`src/rtl/scfg_pkg.sv`:
```
// Shared constants and carrier types for the system configuration bank
// Assumes a 100 MHz clock and an AXI4-Lite master with 32-bit data
package scfg_pkg;
	timeunit 1ns;
	timeprecision 1ps;
	// ******************************
	// Bus shape
	// ******************************
	localparam int AXI_AW = 12;
	localparam int AXI_DW = 32;
	localparam logic [1:0] RESP_OKAY = 2'h0;
	localparam logic [1:0] RESP_SLVERR = 2'h2;
	// Register indices; byte address is four times the index
	localparam logic [7:0] IDX_CLK_MODE = 8'h40;
	localparam logic [7:0] IDX_SETUP = 8'h41;
	localparam logic [7:0] IDX_VALID = 8'h42;
	localparam logic [7:0] IDX_SWITCH = 8'h43;
	localparam logic [7:0] IDX_NMI_B0 = 8'h44;
	localparam logic [7:0] IDX_NMI_B1 = 8'h45;
	localparam logic [7:0] IDX_NMI_B2 = 8'h46;
	localparam logic [7:0] IDX_NMI_B3 = 8'h47;
	localparam logic [7:0] IDX_REFRESH = 8'h48;
	localparam logic [7:0] IDX_REF_CTRL = 8'h49;
	localparam logic [7:0] IDX_NMI_CTRL = 8'h4a;
	// Reset values and implemented-bit masks
	localparam logic [7:0] RST_CLK_MODE = 8'h04;
	localparam logic [7:0] RST_SWITCH = 8'h30;
	localparam logic [7:0] RST_ZERO = 8'h00;
	localparam logic [7:0] MASK_CLK_MODE = 8'hdc;
	localparam logic [7:0] MASK_SETUP = 8'h0c;
	localparam logic [7:0] MASK_VALID = 8'h01;
	localparam logic [7:0] MASK_REF_CTRL = 8'h02;
	localparam logic [7:0] MASK_NMI_CTRL = 8'h40;
	// Field positions
	localparam int BIT_SPEED = 7;
	localparam int BIT_DUTY = 6;
	localparam int BIT_DUAL_OSC = 4;
	localparam int BIT_DMA_HALVE = 3;
	localparam int BIT_BUS16 = 2;
	localparam int BIT_MEM_KIND = 3;
	localparam int BIT_SOFT_RST = 2;
	localparam int BIT_VALID = 0;
	localparam int BIT_COPRO = 1;
	localparam int BIT_REF_RUN = 1;
	localparam int BIT_NMI_OVR = 6;
	// ******************************
	// Timing
	// ******************************
	localparam int CLK_PERIOD_NS = 10;
	localparam int PS_LOW_MIN_NS = 20;
	localparam logic [1:0] PS_LOW_CYC = 2'((PS_LOW_MIN_NS + CLK_PERIOD_NS - 1) / CLK_PERIOD_NS);
	localparam int REF_UNIT_NS = 838;
	localparam int REF_UNIT_CYC = (REF_UNIT_NS + CLK_PERIOD_NS / 2) / CLK_PERIOD_NS;
	localparam logic [6:0] REF_UNIT_LAST = 7'(REF_UNIT_CYC - 1);
	localparam logic [7:0] REF_INVALID = 8'h00;
	// ******************************
	// Carriers
	// ******************************
	typedef struct packed {
		logic awvalid;
		logic [AXI_AW-1:0] awaddr;
		logic wvalid;
		logic [AXI_DW-1:0] wdata;
		logic [3:0] wstrb;
		logic bready;
		logic arvalid;
		logic [AXI_AW-1:0] araddr;
		logic rready;
	} scfg_axi_req_t;
	typedef struct packed {
		logic awready;
		logic wready;
		logic bvalid;
		logic [1:0] bresp;
		logic arready;
		logic rvalid;
		logic [AXI_DW-1:0] rdata;
		logic [1:0] rresp;
	} scfg_axi_rsp_t;
	typedef struct packed {
		logic cpu_fast;
		logic duty_50;
		logic dual_osc;
		logic dma_halve;
		logic bus_16bit;
		logic mem_sram;
		logic soft_reset_en;
	} scfg_clk_ctrl_t;
endpackage

```
`src/rtl/scfg_refresh_timer.sv`:
```
// Refresh interval timer counting in 838 ns units
// Assumes interval and run enable come from registers on the same clock
module scfg_refresh_timer (
	// Clock and reset
	input wire logic clk_i,
	input wire logic sys_rst_i,
	// Control
	input wire logic run_en_i,
	input wire logic [7:0] interval_i,
	// Refresh request, one-cycle pulse
	output logic refresh_req_o
);
	timeunit 1ns;
	timeprecision 1ps;
	import scfg_pkg::*;

	typedef struct packed {
		logic [6:0] unit_cnt;
		logic [7:0] left;
		logic req;
	} scfg_rt_state_t;

	scfg_rt_state_t st_r;
	scfg_rt_state_t st_nxt;

	// Prescale to the unit, then count units down to the interval end
	always_comb
	begin
		st_nxt = st_r;
		st_nxt.req = 1'b0;
		if (!run_en_i || interval_i == REF_INVALID)
		begin
			st_nxt.unit_cnt = '0;
			st_nxt.left = '0;
		end
		else if (st_r.left == '0)
		begin
			st_nxt.left = interval_i;
			st_nxt.unit_cnt = '0;
		end
		else if (st_r.unit_cnt == REF_UNIT_LAST)
		begin
			st_nxt.unit_cnt = '0;
			if (st_r.left == 8'h01)
			begin
				st_nxt.req = 1'b1;
				st_nxt.left = interval_i;
			end
			else
			begin
				st_nxt.left = st_r.left - 8'h01;
			end
		end
		else
		begin
			st_nxt.unit_cnt = st_r.unit_cnt + 7'h01;
		end
	end

	// State register
	always_ff @(posedge clk_i or posedge sys_rst_i)
	begin
		if (sys_rst_i)
			st_r <= '0;
		else
			st_r <= st_nxt;
	end

	assign refresh_req_o = st_r.req;
endmodule // scfg_refresh_timer

```
`src/rtl/scfg_regs.sv`:
```
// System configuration register bank behind an AXI4-Lite slave
// Assumes one clock; power sense arrives asynchronously from a pin
module scfg_regs (
	// Clock and reset
	input wire logic clk_i,
	input wire logic sys_rst_i,
	// Register bus
	input wire scfg_pkg::scfg_axi_req_t axi_req_i,
	output scfg_pkg::scfg_axi_rsp_t axi_rsp_o,
	// Pins and system side inputs
	input wire logic power_sense_input_i,
	input wire logic nmi_ack_i,
	input wire logic [31:0] mem_nmi_vector_i,
	// Clock and mode controls
	output scfg_pkg::scfg_clk_ctrl_t clk_ctrl_o,
	output logic dma_clk_en_o,
	output logic bus_request_grant_line_sel_o,
	output logic setup_valid_flag_o,
	// NMI vector answer
	output logic [31:0] nmi_vector_o,
	output logic nmi_vector_valid_o,
	// Refresh
	output logic refresh_req_o
);
	timeunit 1ns;
	timeprecision 1ps;
	import scfg_pkg::*;

	// ******************************
	// State
	// ******************************

	typedef struct packed {
		// Bus side
		logic aw_held;
		logic [7:0] aw_idx;
		logic w_held;
		logic [7:0] w_byte;
		logic w_lane0;
		scfg_axi_rsp_t rsp;
		// Registers
		logic [7:0] clk_mode;
		logic [7:0] setup;
		logic [7:0] valid;
		logic [7:0] switch_emu;
		logic [31:0] nmi_vec;
		logic [7:0] refresh_interval;
		logic [7:0] ref_ctrl;
		logic [7:0] nmi_ctrl;
		// Power sense filter
		logic ps_meta;
		logic ps_sync;
		logic [1:0] ps_low_cnt;
		// Registered outputs
		scfg_clk_ctrl_t clk_out;
		logic dma_en;
		logic rqgt_sel;
		logic [31:0] nmi_out;
		logic nmi_out_valid;
	} scfg_state_t;

	scfg_state_t st_r;
	scfg_state_t st_nxt;

	// ******************************
	// Helpers
	// ******************************

	// True for every index that holds a register
	function automatic logic idx_mapped(input logic [7:0] idx);
		logic hit;
		hit = 1'b0;
		if (idx == IDX_CLK_MODE)
			hit = 1'b1;
		else if (idx == IDX_SETUP)
			hit = 1'b1;
		else if (idx >= IDX_VALID && idx <= IDX_NMI_CTRL)
			hit = 1'b1;
		return hit;
	endfunction

	// Read value of one register; reserved bits come back as zero
	function automatic logic [7:0] reg_read(input scfg_state_t s, input logic [7:0] idx);
		logic [7:0] v;
		v = RST_ZERO;
		if (idx == IDX_CLK_MODE)
			v = s.clk_mode;
		else if (idx == IDX_SETUP)
			v = s.setup;
		else if (idx == IDX_VALID)
			v = s.valid;
		else if (idx == IDX_SWITCH)
			v = s.switch_emu;
		else if (idx == IDX_NMI_B0)
			v = s.nmi_vec[7:0];
		else if (idx == IDX_NMI_B1)
			v = s.nmi_vec[15:8];
		else if (idx == IDX_NMI_B2)
			v = s.nmi_vec[23:16];
		else if (idx == IDX_NMI_B3)
			v = s.nmi_vec[31:24];
		else if (idx == IDX_REFRESH)
			v = s.refresh_interval;
		else if (idx == IDX_REF_CTRL)
			v = s.ref_ctrl;
		else if (idx == IDX_NMI_CTRL)
			v = s.nmi_ctrl;
		return v;
	endfunction

	// ******************************
	// Next state
	// ******************************

	always_comb
	begin
		st_nxt = st_r;
		st_nxt.nmi_out_valid = 1'b0;

		// Responses retire when the master takes them
		if (st_r.rsp.bvalid && axi_req_i.bready)
		begin
			st_nxt.rsp.bvalid = 1'b0;
		end
		if (st_r.rsp.rvalid && axi_req_i.rready)
		begin
			st_nxt.rsp.rvalid = 1'b0;
		end

		// Address and data are caught separately, in either order
		if (axi_req_i.awvalid && st_r.rsp.awready)
		begin
			st_nxt.aw_held = 1'b1;
			st_nxt.aw_idx = axi_req_i.awaddr[9:2];
		end
		if (axi_req_i.wvalid && st_r.rsp.wready)
		begin
			st_nxt.w_held = 1'b1;
			st_nxt.w_byte = axi_req_i.wdata[7:0];
			st_nxt.w_lane0 = axi_req_i.wstrb[0];
		end

		// Write completes once both halves are held; only the index bits decode
		if (st_nxt.aw_held && st_nxt.w_held && !st_r.rsp.bvalid)
		begin
			st_nxt.aw_held = 1'b0;
			st_nxt.w_held = 1'b0;
			st_nxt.rsp.bvalid = 1'b1;
			st_nxt.rsp.bresp = RESP_OKAY;
			if (!idx_mapped(st_nxt.aw_idx))
			begin
				st_nxt.rsp.bresp = RESP_SLVERR;
			end
			else if (!st_nxt.w_lane0)
			begin
				// Byte lane 0 off: nothing is stored
				st_nxt.rsp.bresp = RESP_OKAY;
			end
			else if (st_nxt.aw_idx == IDX_CLK_MODE)
			begin
				st_nxt.clk_mode = st_nxt.w_byte & MASK_CLK_MODE;
			end
			else if (st_nxt.aw_idx == IDX_SETUP)
			begin
				st_nxt.setup = st_nxt.w_byte & MASK_SETUP;
			end
			else if (st_nxt.aw_idx == IDX_VALID)
			begin
				st_nxt.valid = st_nxt.w_byte & MASK_VALID;
			end
			else if (st_nxt.aw_idx == IDX_SWITCH)
			begin
				st_nxt.switch_emu = st_nxt.w_byte;
			end
			else if (st_nxt.aw_idx == IDX_NMI_B0)
			begin
				st_nxt.nmi_vec[7:0] = st_nxt.w_byte;
			end
			else if (st_nxt.aw_idx == IDX_NMI_B1)
			begin
				st_nxt.nmi_vec[15:8] = st_nxt.w_byte;
			end
			else if (st_nxt.aw_idx == IDX_NMI_B2)
			begin
				st_nxt.nmi_vec[23:16] = st_nxt.w_byte;
			end
			else if (st_nxt.aw_idx == IDX_NMI_B3)
			begin
				st_nxt.nmi_vec[31:24] = st_nxt.w_byte;
			end
			else if (st_nxt.aw_idx == IDX_REFRESH)
			begin
				st_nxt.refresh_interval = st_nxt.w_byte;
			end
			else if (st_nxt.aw_idx == IDX_REF_CTRL)
			begin
				st_nxt.ref_ctrl = st_nxt.w_byte & MASK_REF_CTRL;
			end
			else if (st_nxt.aw_idx == IDX_NMI_CTRL)
			begin
				st_nxt.nmi_ctrl = st_nxt.w_byte & MASK_NMI_CTRL;
			end
		end

		// Reads answer one cycle after the address is taken
		if (axi_req_i.arvalid && st_r.rsp.arready)
		begin
			st_nxt.rsp.rvalid = 1'b1;
			if (idx_mapped(axi_req_i.araddr[9:2]) && axi_req_i.araddr[11:10] == '0)
			begin
				st_nxt.rsp.rresp = RESP_OKAY;
				st_nxt.rsp.rdata = {24'h000000, reg_read(st_r, axi_req_i.araddr[9:2])};
			end
			else
			begin
				st_nxt.rsp.rresp = RESP_SLVERR;
				st_nxt.rsp.rdata = '0;
			end
		end

		// One write and one read under way at a time
		st_nxt.rsp.awready = !st_nxt.aw_held && !st_nxt.rsp.bvalid;
		st_nxt.rsp.wready = !st_nxt.w_held && !st_nxt.rsp.bvalid;
		st_nxt.rsp.arready = !st_nxt.rsp.rvalid;

		// Power sense: two-stage synchroniser, then a low-time filter
		st_nxt.ps_meta = power_sense_input_i;
		st_nxt.ps_sync = st_r.ps_meta;
		if (st_r.ps_sync)
		begin
			st_nxt.ps_low_cnt = '0;
		end
		else if (st_r.ps_low_cnt != PS_LOW_CYC)
		begin
			st_nxt.ps_low_cnt = st_r.ps_low_cnt + 2'h1;
		end
		// Loss of power outranks a software write in the same cycle
		if (st_nxt.ps_low_cnt == PS_LOW_CYC)
		begin
			st_nxt.valid[BIT_VALID] = 1'b0;
		end

		// Fast speed only takes effect once a second oscillator is declared
		st_nxt.clk_out.cpu_fast = st_r.clk_mode[BIT_SPEED] && st_r.clk_mode[BIT_DUAL_OSC];
		st_nxt.clk_out.duty_50 = st_r.clk_mode[BIT_DUTY];
		st_nxt.clk_out.dual_osc = st_r.clk_mode[BIT_DUAL_OSC];
		st_nxt.clk_out.dma_halve = st_r.clk_mode[BIT_DMA_HALVE];
		st_nxt.clk_out.bus_16bit = st_r.clk_mode[BIT_BUS16];
		st_nxt.clk_out.mem_sram = st_r.setup[BIT_MEM_KIND];
		st_nxt.clk_out.soft_reset_en = st_r.setup[BIT_SOFT_RST];

		// DMA clock enable: every cycle, or every other cycle when halved
		if (st_r.clk_mode[BIT_DMA_HALVE])
		begin
			st_nxt.dma_en = !st_r.dma_en;
		end
		else
		begin
			st_nxt.dma_en = 1'b1;
		end

		// Only the coprocessor bit of the switch byte reaches hardware
		st_nxt.rqgt_sel = st_r.switch_emu[BIT_COPRO];

		// NMI acknowledge: stored vector or the one from memory
		if (nmi_ack_i)
		begin
			st_nxt.nmi_out_valid = 1'b1;
			if (st_r.nmi_ctrl[BIT_NMI_OVR])
			begin
				st_nxt.nmi_out = st_r.nmi_vec;
			end
			else
			begin
				st_nxt.nmi_out = mem_nmi_vector_i;
			end
		end
	end

	// ******************************
	// State register
	// ******************************

	// Reset loads the documented defaults; the valid flag starts at zero
	always_ff @(posedge clk_i or posedge sys_rst_i)
	begin
		if (sys_rst_i)
		begin
			st_r <= '0;
			st_r.clk_mode <= RST_CLK_MODE;
			st_r.setup <= RST_ZERO;
			st_r.valid <= RST_ZERO;
			st_r.switch_emu <= RST_SWITCH;
			st_r.ps_meta <= 1'b1;
			st_r.ps_sync <= 1'b1;
			st_r.clk_out.bus_16bit <= 1'b1;
			st_r.dma_en <= 1'b1;
		end
		else
		begin
			st_r <= st_nxt;
		end
	end

	// ******************************
	// Refresh timer
	// ******************************

	scfg_refresh_timer u_refresh (
		.clk_i(clk_i),
		.sys_rst_i(sys_rst_i),
		.run_en_i(st_r.ref_ctrl[BIT_REF_RUN]),
		.interval_i(st_r.refresh_interval),
		.refresh_req_o(refresh_req_o)
	);

	// ******************************
	// Outputs, all straight from the state register
	// ******************************

	assign axi_rsp_o = st_r.rsp;
	assign clk_ctrl_o = st_r.clk_out;
	assign dma_clk_en_o = st_r.dma_en;
	assign bus_request_grant_line_sel_o = st_r.rqgt_sel;
	assign setup_valid_flag_o = st_r.valid[BIT_VALID];
	assign nmi_vector_o = st_r.nmi_out;
	assign nmi_vector_valid_o = st_r.nmi_out_valid;
endmodule // scfg_regs

```
`config.mk`:
```
export PLATFORM = sky130hd
export DESIGN_NAME = scfg_regs
export DESIGN_NICKNAME = d
export VERILOG_FILES = /design/src/rtl/scfg_pkg.sv /design/src/rtl/scfg_refresh_timer.sv /design/src/rtl/scfg_regs.sv
export SDC_FILE = /design/constraint.sdc
export NUM_CORES = 1
export LEC_CHECK = 0
export BUFFER_PORTS_ARGS = -buffer_cell sky130_fd_sc_hd__buf_2
export CAP_MARGIN = 20
export CORE_MARGIN = 2
export CORE_UTILIZATION = 50
export CTS_CLUSTER_DIAMETER = 80
export CTS_CLUSTER_SIZE = 40
export DETAILED_ROUTE_END_ITERATION = 10
export PLACE_DENSITY = 0.75
export SETUP_SLACK_MARGIN = 0.3
export SYNTH_ARGS = -nofsm -noshare
export SYNTH_HDL_FRONTEND = slang
export SYNTH_SLANG_ARGS = --single-unit
```
`constraint.sdc`:
```
create_clock -name clk_i -period 7.2 [get_ports clk_i]
set_clock_uncertainty 0.2 [all_clocks]
set_input_delay 1.08 -clock clk_i [delete_from_list [all_inputs] [get_ports clk_i]]
set_output_delay 1.08 -clock clk_i [all_outputs]
set_load 0.01 [all_outputs]
```
==> metrics, run 1 <==
Tmin final 3.50 ns; Final Non-Filler Cells 983; Post-synth EDFFs 0; Worst path max stage delay 0.61 ns; routed wire length 17,200 um; H-tree Lvls 4; PortBufs 126; vias in the first global route 5,231; Power per Cell Area 282 nW/um2; first drt pass iteration count 4; initial core utilization 0.512; fin nets 887; CP Class in2reg; Max-Cap Viols 0; Pleak 4.03 nW; Residual DRC 0; Post-DRT Antenna Nets 0; Top Ports 186; largest net degree at the start of global routing 110; final setup violating endpoints 0; Max FO, Critical Path 18; Avg Cell Area, Syn 10.8 um2; worst slew pin tran 1.05 ns; via count 5,553; outcome finished clean; die area 16,600 um2; RSZ-0062 raised after global routing false; floorplan core area 15,200 um2; kind of launch point of the worst setup path primary input; post-layout util 0.566; clk_lat worst skew 0.43 ns; Slew Limit Fails 0; final setup TNS 0 ns; initial antenna violation count 0; top-count cell post-synth dfrtp_1; Final period util 0.486; Placed Cells 950; hold buffers post-CTS 0; Syn. warnings 0; Std-Cell Rows 45; cell count after synthesis 720; diode count 0; GRT Util Overall 0.216; Max IR drop VDD 0.224 mV; Slew HR 0.298; Arr. time, crit path 3.61 ns; Num CTS Buffers 17; area delta synth->final 10.5%; Post-CTS Setup Inserts 0; clk sinks 154; Mapped Area 7780 um2; Vias/cell 5.65; asr flop ratio synth 1.00; Root Buffer clkbuf_16; HPWL Detailed 11,900 um; Seq/Total Area, Yosys 0.496; unique cell type count in the Yosys netlist 73; most frequent cells after synthesis dfrtp_1 (147), buf_4 (81), nor2_1 (64); Fmax 286 MHz; final hold vios 0; DR iter-0 viols 423; clock-pin slew on the worst setup and hold paths 0.06 ns; post-synth top area share 0.473; layout cells sized above 1 0.313; worst path required time 7.31 ns; Synth Flop Type dfrtp_1; Die Ht 129 um; Clock Path Buffers 2; Routability Congestion 0.910; first-pass GRT wire length 27,500 um; CTS tree built; Die X 129 um; post_cts resized 0; Fill cells 1,318; CP Cell Sequence buf_2 > and2_1 > o21bai_1 > nor3_1 > o2111a_1 > mux2_4; Max stage delay cell, worst path o2111a_1; largest cells by area after synthesis dfrtp_1 (47%), mux2_2 (8.2%), buf_4 (7.8%), mux2i_1 (4.9%), a21oi_1 (3.2%); number of synthesized register bits 154; hold crit path type reg2reg; area leader, netlist dfrtp_1; grt ovf 0; WL per Instance 17.5 um; CP Capture Type flip-flop
metal layers:
metal / wire (um) / global-route usage
met5: 0 / 0
met4: 268 / 0.0767
met3: 1120 / 0.0507
met2: 7940 / 0.333
met1: 7920 / 0.301
final timing paths:
check / startpoint / endpoint / slack, ns / cells after the start
min: st_nxt[44] / st_r[44] / 0.15 / 0
min reg2reg: st_nxt[44] / st_r[44] / 0.15 / 0
max: axi_req_i[64] / st_r[66] / 3.70 / 6
max reg2reg: axi_rsp_o[40] / st_r[66] / 3.96 / 5
min in group asynchronous: sys_rst_i / st_r[190] / 0.69 / 2
max in group asynchronous: sys_rst_i / clk_ctrl_o[2] / 4.98 / 3
through the flow:
stage	instance area [um2]	power, mW	setup slack, ns	hold WS [ns]
finish	8600	2.42	3.70	0.155
global route	8600	2.54	3.54	0.168
CTS	8600	2.44	3.75	0.156
detailed placement	8020	1.57	3.33	0.147
global placement	8020	1.56	3.36	0.146
floorplan	7880	1.44	1.78	0.145
cell families (layout without fill, tap and decap cells):
group | Yosys count | count (layout) | share of synthesized area
AOI/OAI and AO/OA | 138 | 138 | 0.117
xor gates and xnor gates | 6 | 6 | 0.00675
and+or+nand+nor | 184 | 184 | 0.117
muxes | 106 | 106 | 0.153
adders and majority gates | 4 | 4 | 0.00643
DFF | 154 | 154 | 0.496
other | 1 | 26 | 0.000482
buffers and inverters | 127 | 177 | 0.103
sequential cells by signal, summed over array words and instances (netlist names):
name,cells
st_r,72
nmi_vector_o,32
axi_rsp_o,15
u_refresh.st_r,15
st_nxt,8
clk_ctrl_o,7
bus_request_grant_line_sel_o,1
dma_clk_en_o,1
nmi_vector_valid_o,1
setup_valid_flag_o,1
u_refresh.refresh_req_o,1
cell usage in the layout, fill, tap and decap left out, types with 4 or more instances in the layout:
cell	Yosys	routed
a211oi_1	4	4
a21o_1	7	7
a21oi_1	50	50
a221oi_1	4	4
a22o_1	4	4
a31oi_1	6	6
a32oi_1	4	4
and2_1	5	5
buf_2	5	126
clkbuf_16	0	17
clkinv_4	0	4
conb_1	1	26
dfrtp_1	147	146
dfstp_2	7	7
ha_1	4	4
inv_1	17	16
inv_6	0	6
mux2_2	57	57
mux2_4	8	8
mux2i_1	38	38
nand2_1	46	46
nand2b_1	4	4
nand3_1	13	13
nor2_1	64	64
nor2b_1	9	9
nor3_1	10	10
nor4_1	7	7
o211ai_1	5	5
o21ai_0	20	20
cell type report:
class                   instances  area, um2  area share
multi-input cells             464       3210       0.373
inverters                      17       68.8     0.00800
repair buffers                128        646      0.0750
well taps                     188        235      0.0273
clock inverters                14        138      0.0160
flip-flops and latches        154       3860       0.449
clock buffers                  18        439      0.0510
power breakdown:
| part | switching [mW] | internal, mW | total (mW) | leakage [nW] |
|---|---|---|---|---|
| Clock | 0.371 | 0.493 | 0.864 | 0.284 |
| Sequential | 0.0897 | 0.986 | 1.08 | 1.97 |
| Combinational | 0.308 | 0.176 | 0.484 | 1.77 |
worst max-delay path: cells and delay by family:
kind	cells	cell delay [ns]
AOI/OAI and AO/OA	2	0.97
muxes	1	0.35
and+or+nand+nor	2	1.01
buffers and inverters	1	0.19
Note: power is estimated with default switching activity, not from simulation.
==> run 2: changes to the inputs <==
- clock period: 7.2 -> 3.3 ns (I/O delays scaled with it)
==> metrics, run 2 (same netlist as run 1, synthesis figures left out) <==
outcome finished clean; largest net degree at the start of global routing 66; initial core utilization 0.512; clock-pin slew on the worst setup and hold paths 0.06 ns; Power per Cell Area 614 nW/um2; initial antenna violation count 0; worst path required time 3.40 ns; HPWL Detailed 12,300 um; Slew HR 0.291; Post-CTS Setup Inserts 0; H-tree Lvls 4; die area 16,600 um2; CTS tree built; CP Cell Sequence and2_1 > o21bai_1 > nor3_1 > o2111a_1 > mux2_4; commonest non-fill, non-tap cell in the layout dfrtp_1; critical path's top delay family compound AO/OA/AOI/OAI gates; Die Ht 129 um; Num CTS Buffers 17; post_cts resized 0; first drt pass iteration count 5; floorplan core area 15,200 um2; Final period util 0.849; FF-to-FF setup slack 0.50 ns; CP Buf/Inv Count 0; Post-DRT Antenna Nets 0; fin nets 902; kind of launch point of the worst setup path flip-flop; RSZ-0062 raised after global routing false; routed wire length 17,600 um; Worst path max stage delay 0.59 ns; area delta synth->final 12.4%; Fill cells 1,273; final setup TNS 0 ns; Arr. time, crit path 2.90 ns; Residual DRC 0; Reg2Reg Launch Point axi_rsp_o[40]; most frequent cells in the layout dfrtp_1 (146), buf_2 (126), nor2_1 (64); Tmin final 2.80 ns; clk sinks 154; Hold Crit Endpoint st_r[190]; WL per Instance 17.7 um; Routability Congestion 0.912; Root Buffer clkbuf_16; Vias/cell 5.58; Largest Register st_r; max reg flops 72; Clock Path Buffers 2; Std-Cell Rows 45; FF-to-FF path depth 5; Max stage delay cell, worst path o2111a_1; Die X 129 um; first-pass GRT wire length 28,200 um; Fmax 357 MHz; PortBufs 126; hold-critical path depth 3; HP Start axi_req_i[59]; CP Class reg2reg; Slew Limit Fails 0; GRT Util Overall 0.221; layout cells sized above 1 0.319; Final Worst Setup Slack 0.499 ns; total power 5.37 mW; crit path launch axi_rsp_o[40]; via count 5,562; Max-Cap Viols 0; r2r endpoint st_r[66]; vias in the first global route 5,364; CP Capture Type flip-flop; Max FO, Critical Path 18; Max IR drop VDD 0.449 mV; worst slew pin tran 1.06 ns; Top Ports 186; clk_lat worst skew 0.42 ns; hold crit path type in2reg; diode count 0; DP Worst Slack 0.150 ns; Pleak 4.09 nW; final hold vios 0; final setup violating endpoints 0; grt ovf 0; DR iter-0 viols 478
run 2: power breakdown:
group	internal [mW]	total (mW)	switching, mW
registers	2.15	2.31	0.156
clock network	1.18	1.94	0.751
logic	0.410	1.13	0.717
total	3.75	5.37	1.62
run 2: metrics by stage:
step,hold slack [ns],util,instances,instance area [um2]
final,0.0964,0.576,997,8750
after global routing,0.0996,0.576,997,8750
after CTS,0.0809,0.576,997,8750
after detailed placement,0.153,0.536,964,8150
after global placement,0.146,0.536,964,8150
after floorplan,0.145,-,745,7880
run 2: worst max-delay path by stage:
stage	endpoint	slack (ns)	cells past startpoint
3_5_place_dp	st_r[64]	0.15	6
6_report	st_r[66]	0.50	5
4_1_cts	st_r[67]	0.53	5
3_3_place_gp	st_r[83]	0.23	6
2_1_floorplan	axi_rsp_o[1]	0.67	1
5_1_grt	st_r[66]	0.33	5
run 2: per-layer routing:
layer  share of wire  GRT usage
met5               0          0
met4           0.018     0.0716
met3           0.054     0.0570
met2            0.47      0.350
met1            0.46      0.301
run 2: worst reg2reg max path, cell delays in order, from the launching register on:
cell	delay, ns
dfrtp_1	0.35
and2_1	0.53
o21bai_1	0.35
nor3_1	0.32
o2111a_1	0.59
mux2_4	0.35
run 2: what timing repair did:
action | CTS | global route
hold buffers | 2 | 0
hold endpoints to repair | 24 | 0
setup endpoints to repair | 0 | 0
run 2: layout make-up:
cell class | instances | area (um2) | area share
clock inverter | 11 | 148 | 0.0169
sequential | 154 | 3860 | 0.441
inverter | 17 | 67.6 | 0.00772
tap | 188 | 235 | 0.0269
clock buffer | 20 | 437 | 0.0499
timing repair buffer | 143 | 788 | 0.0901
multi-input combinational | 464 | 3210 | 0.367
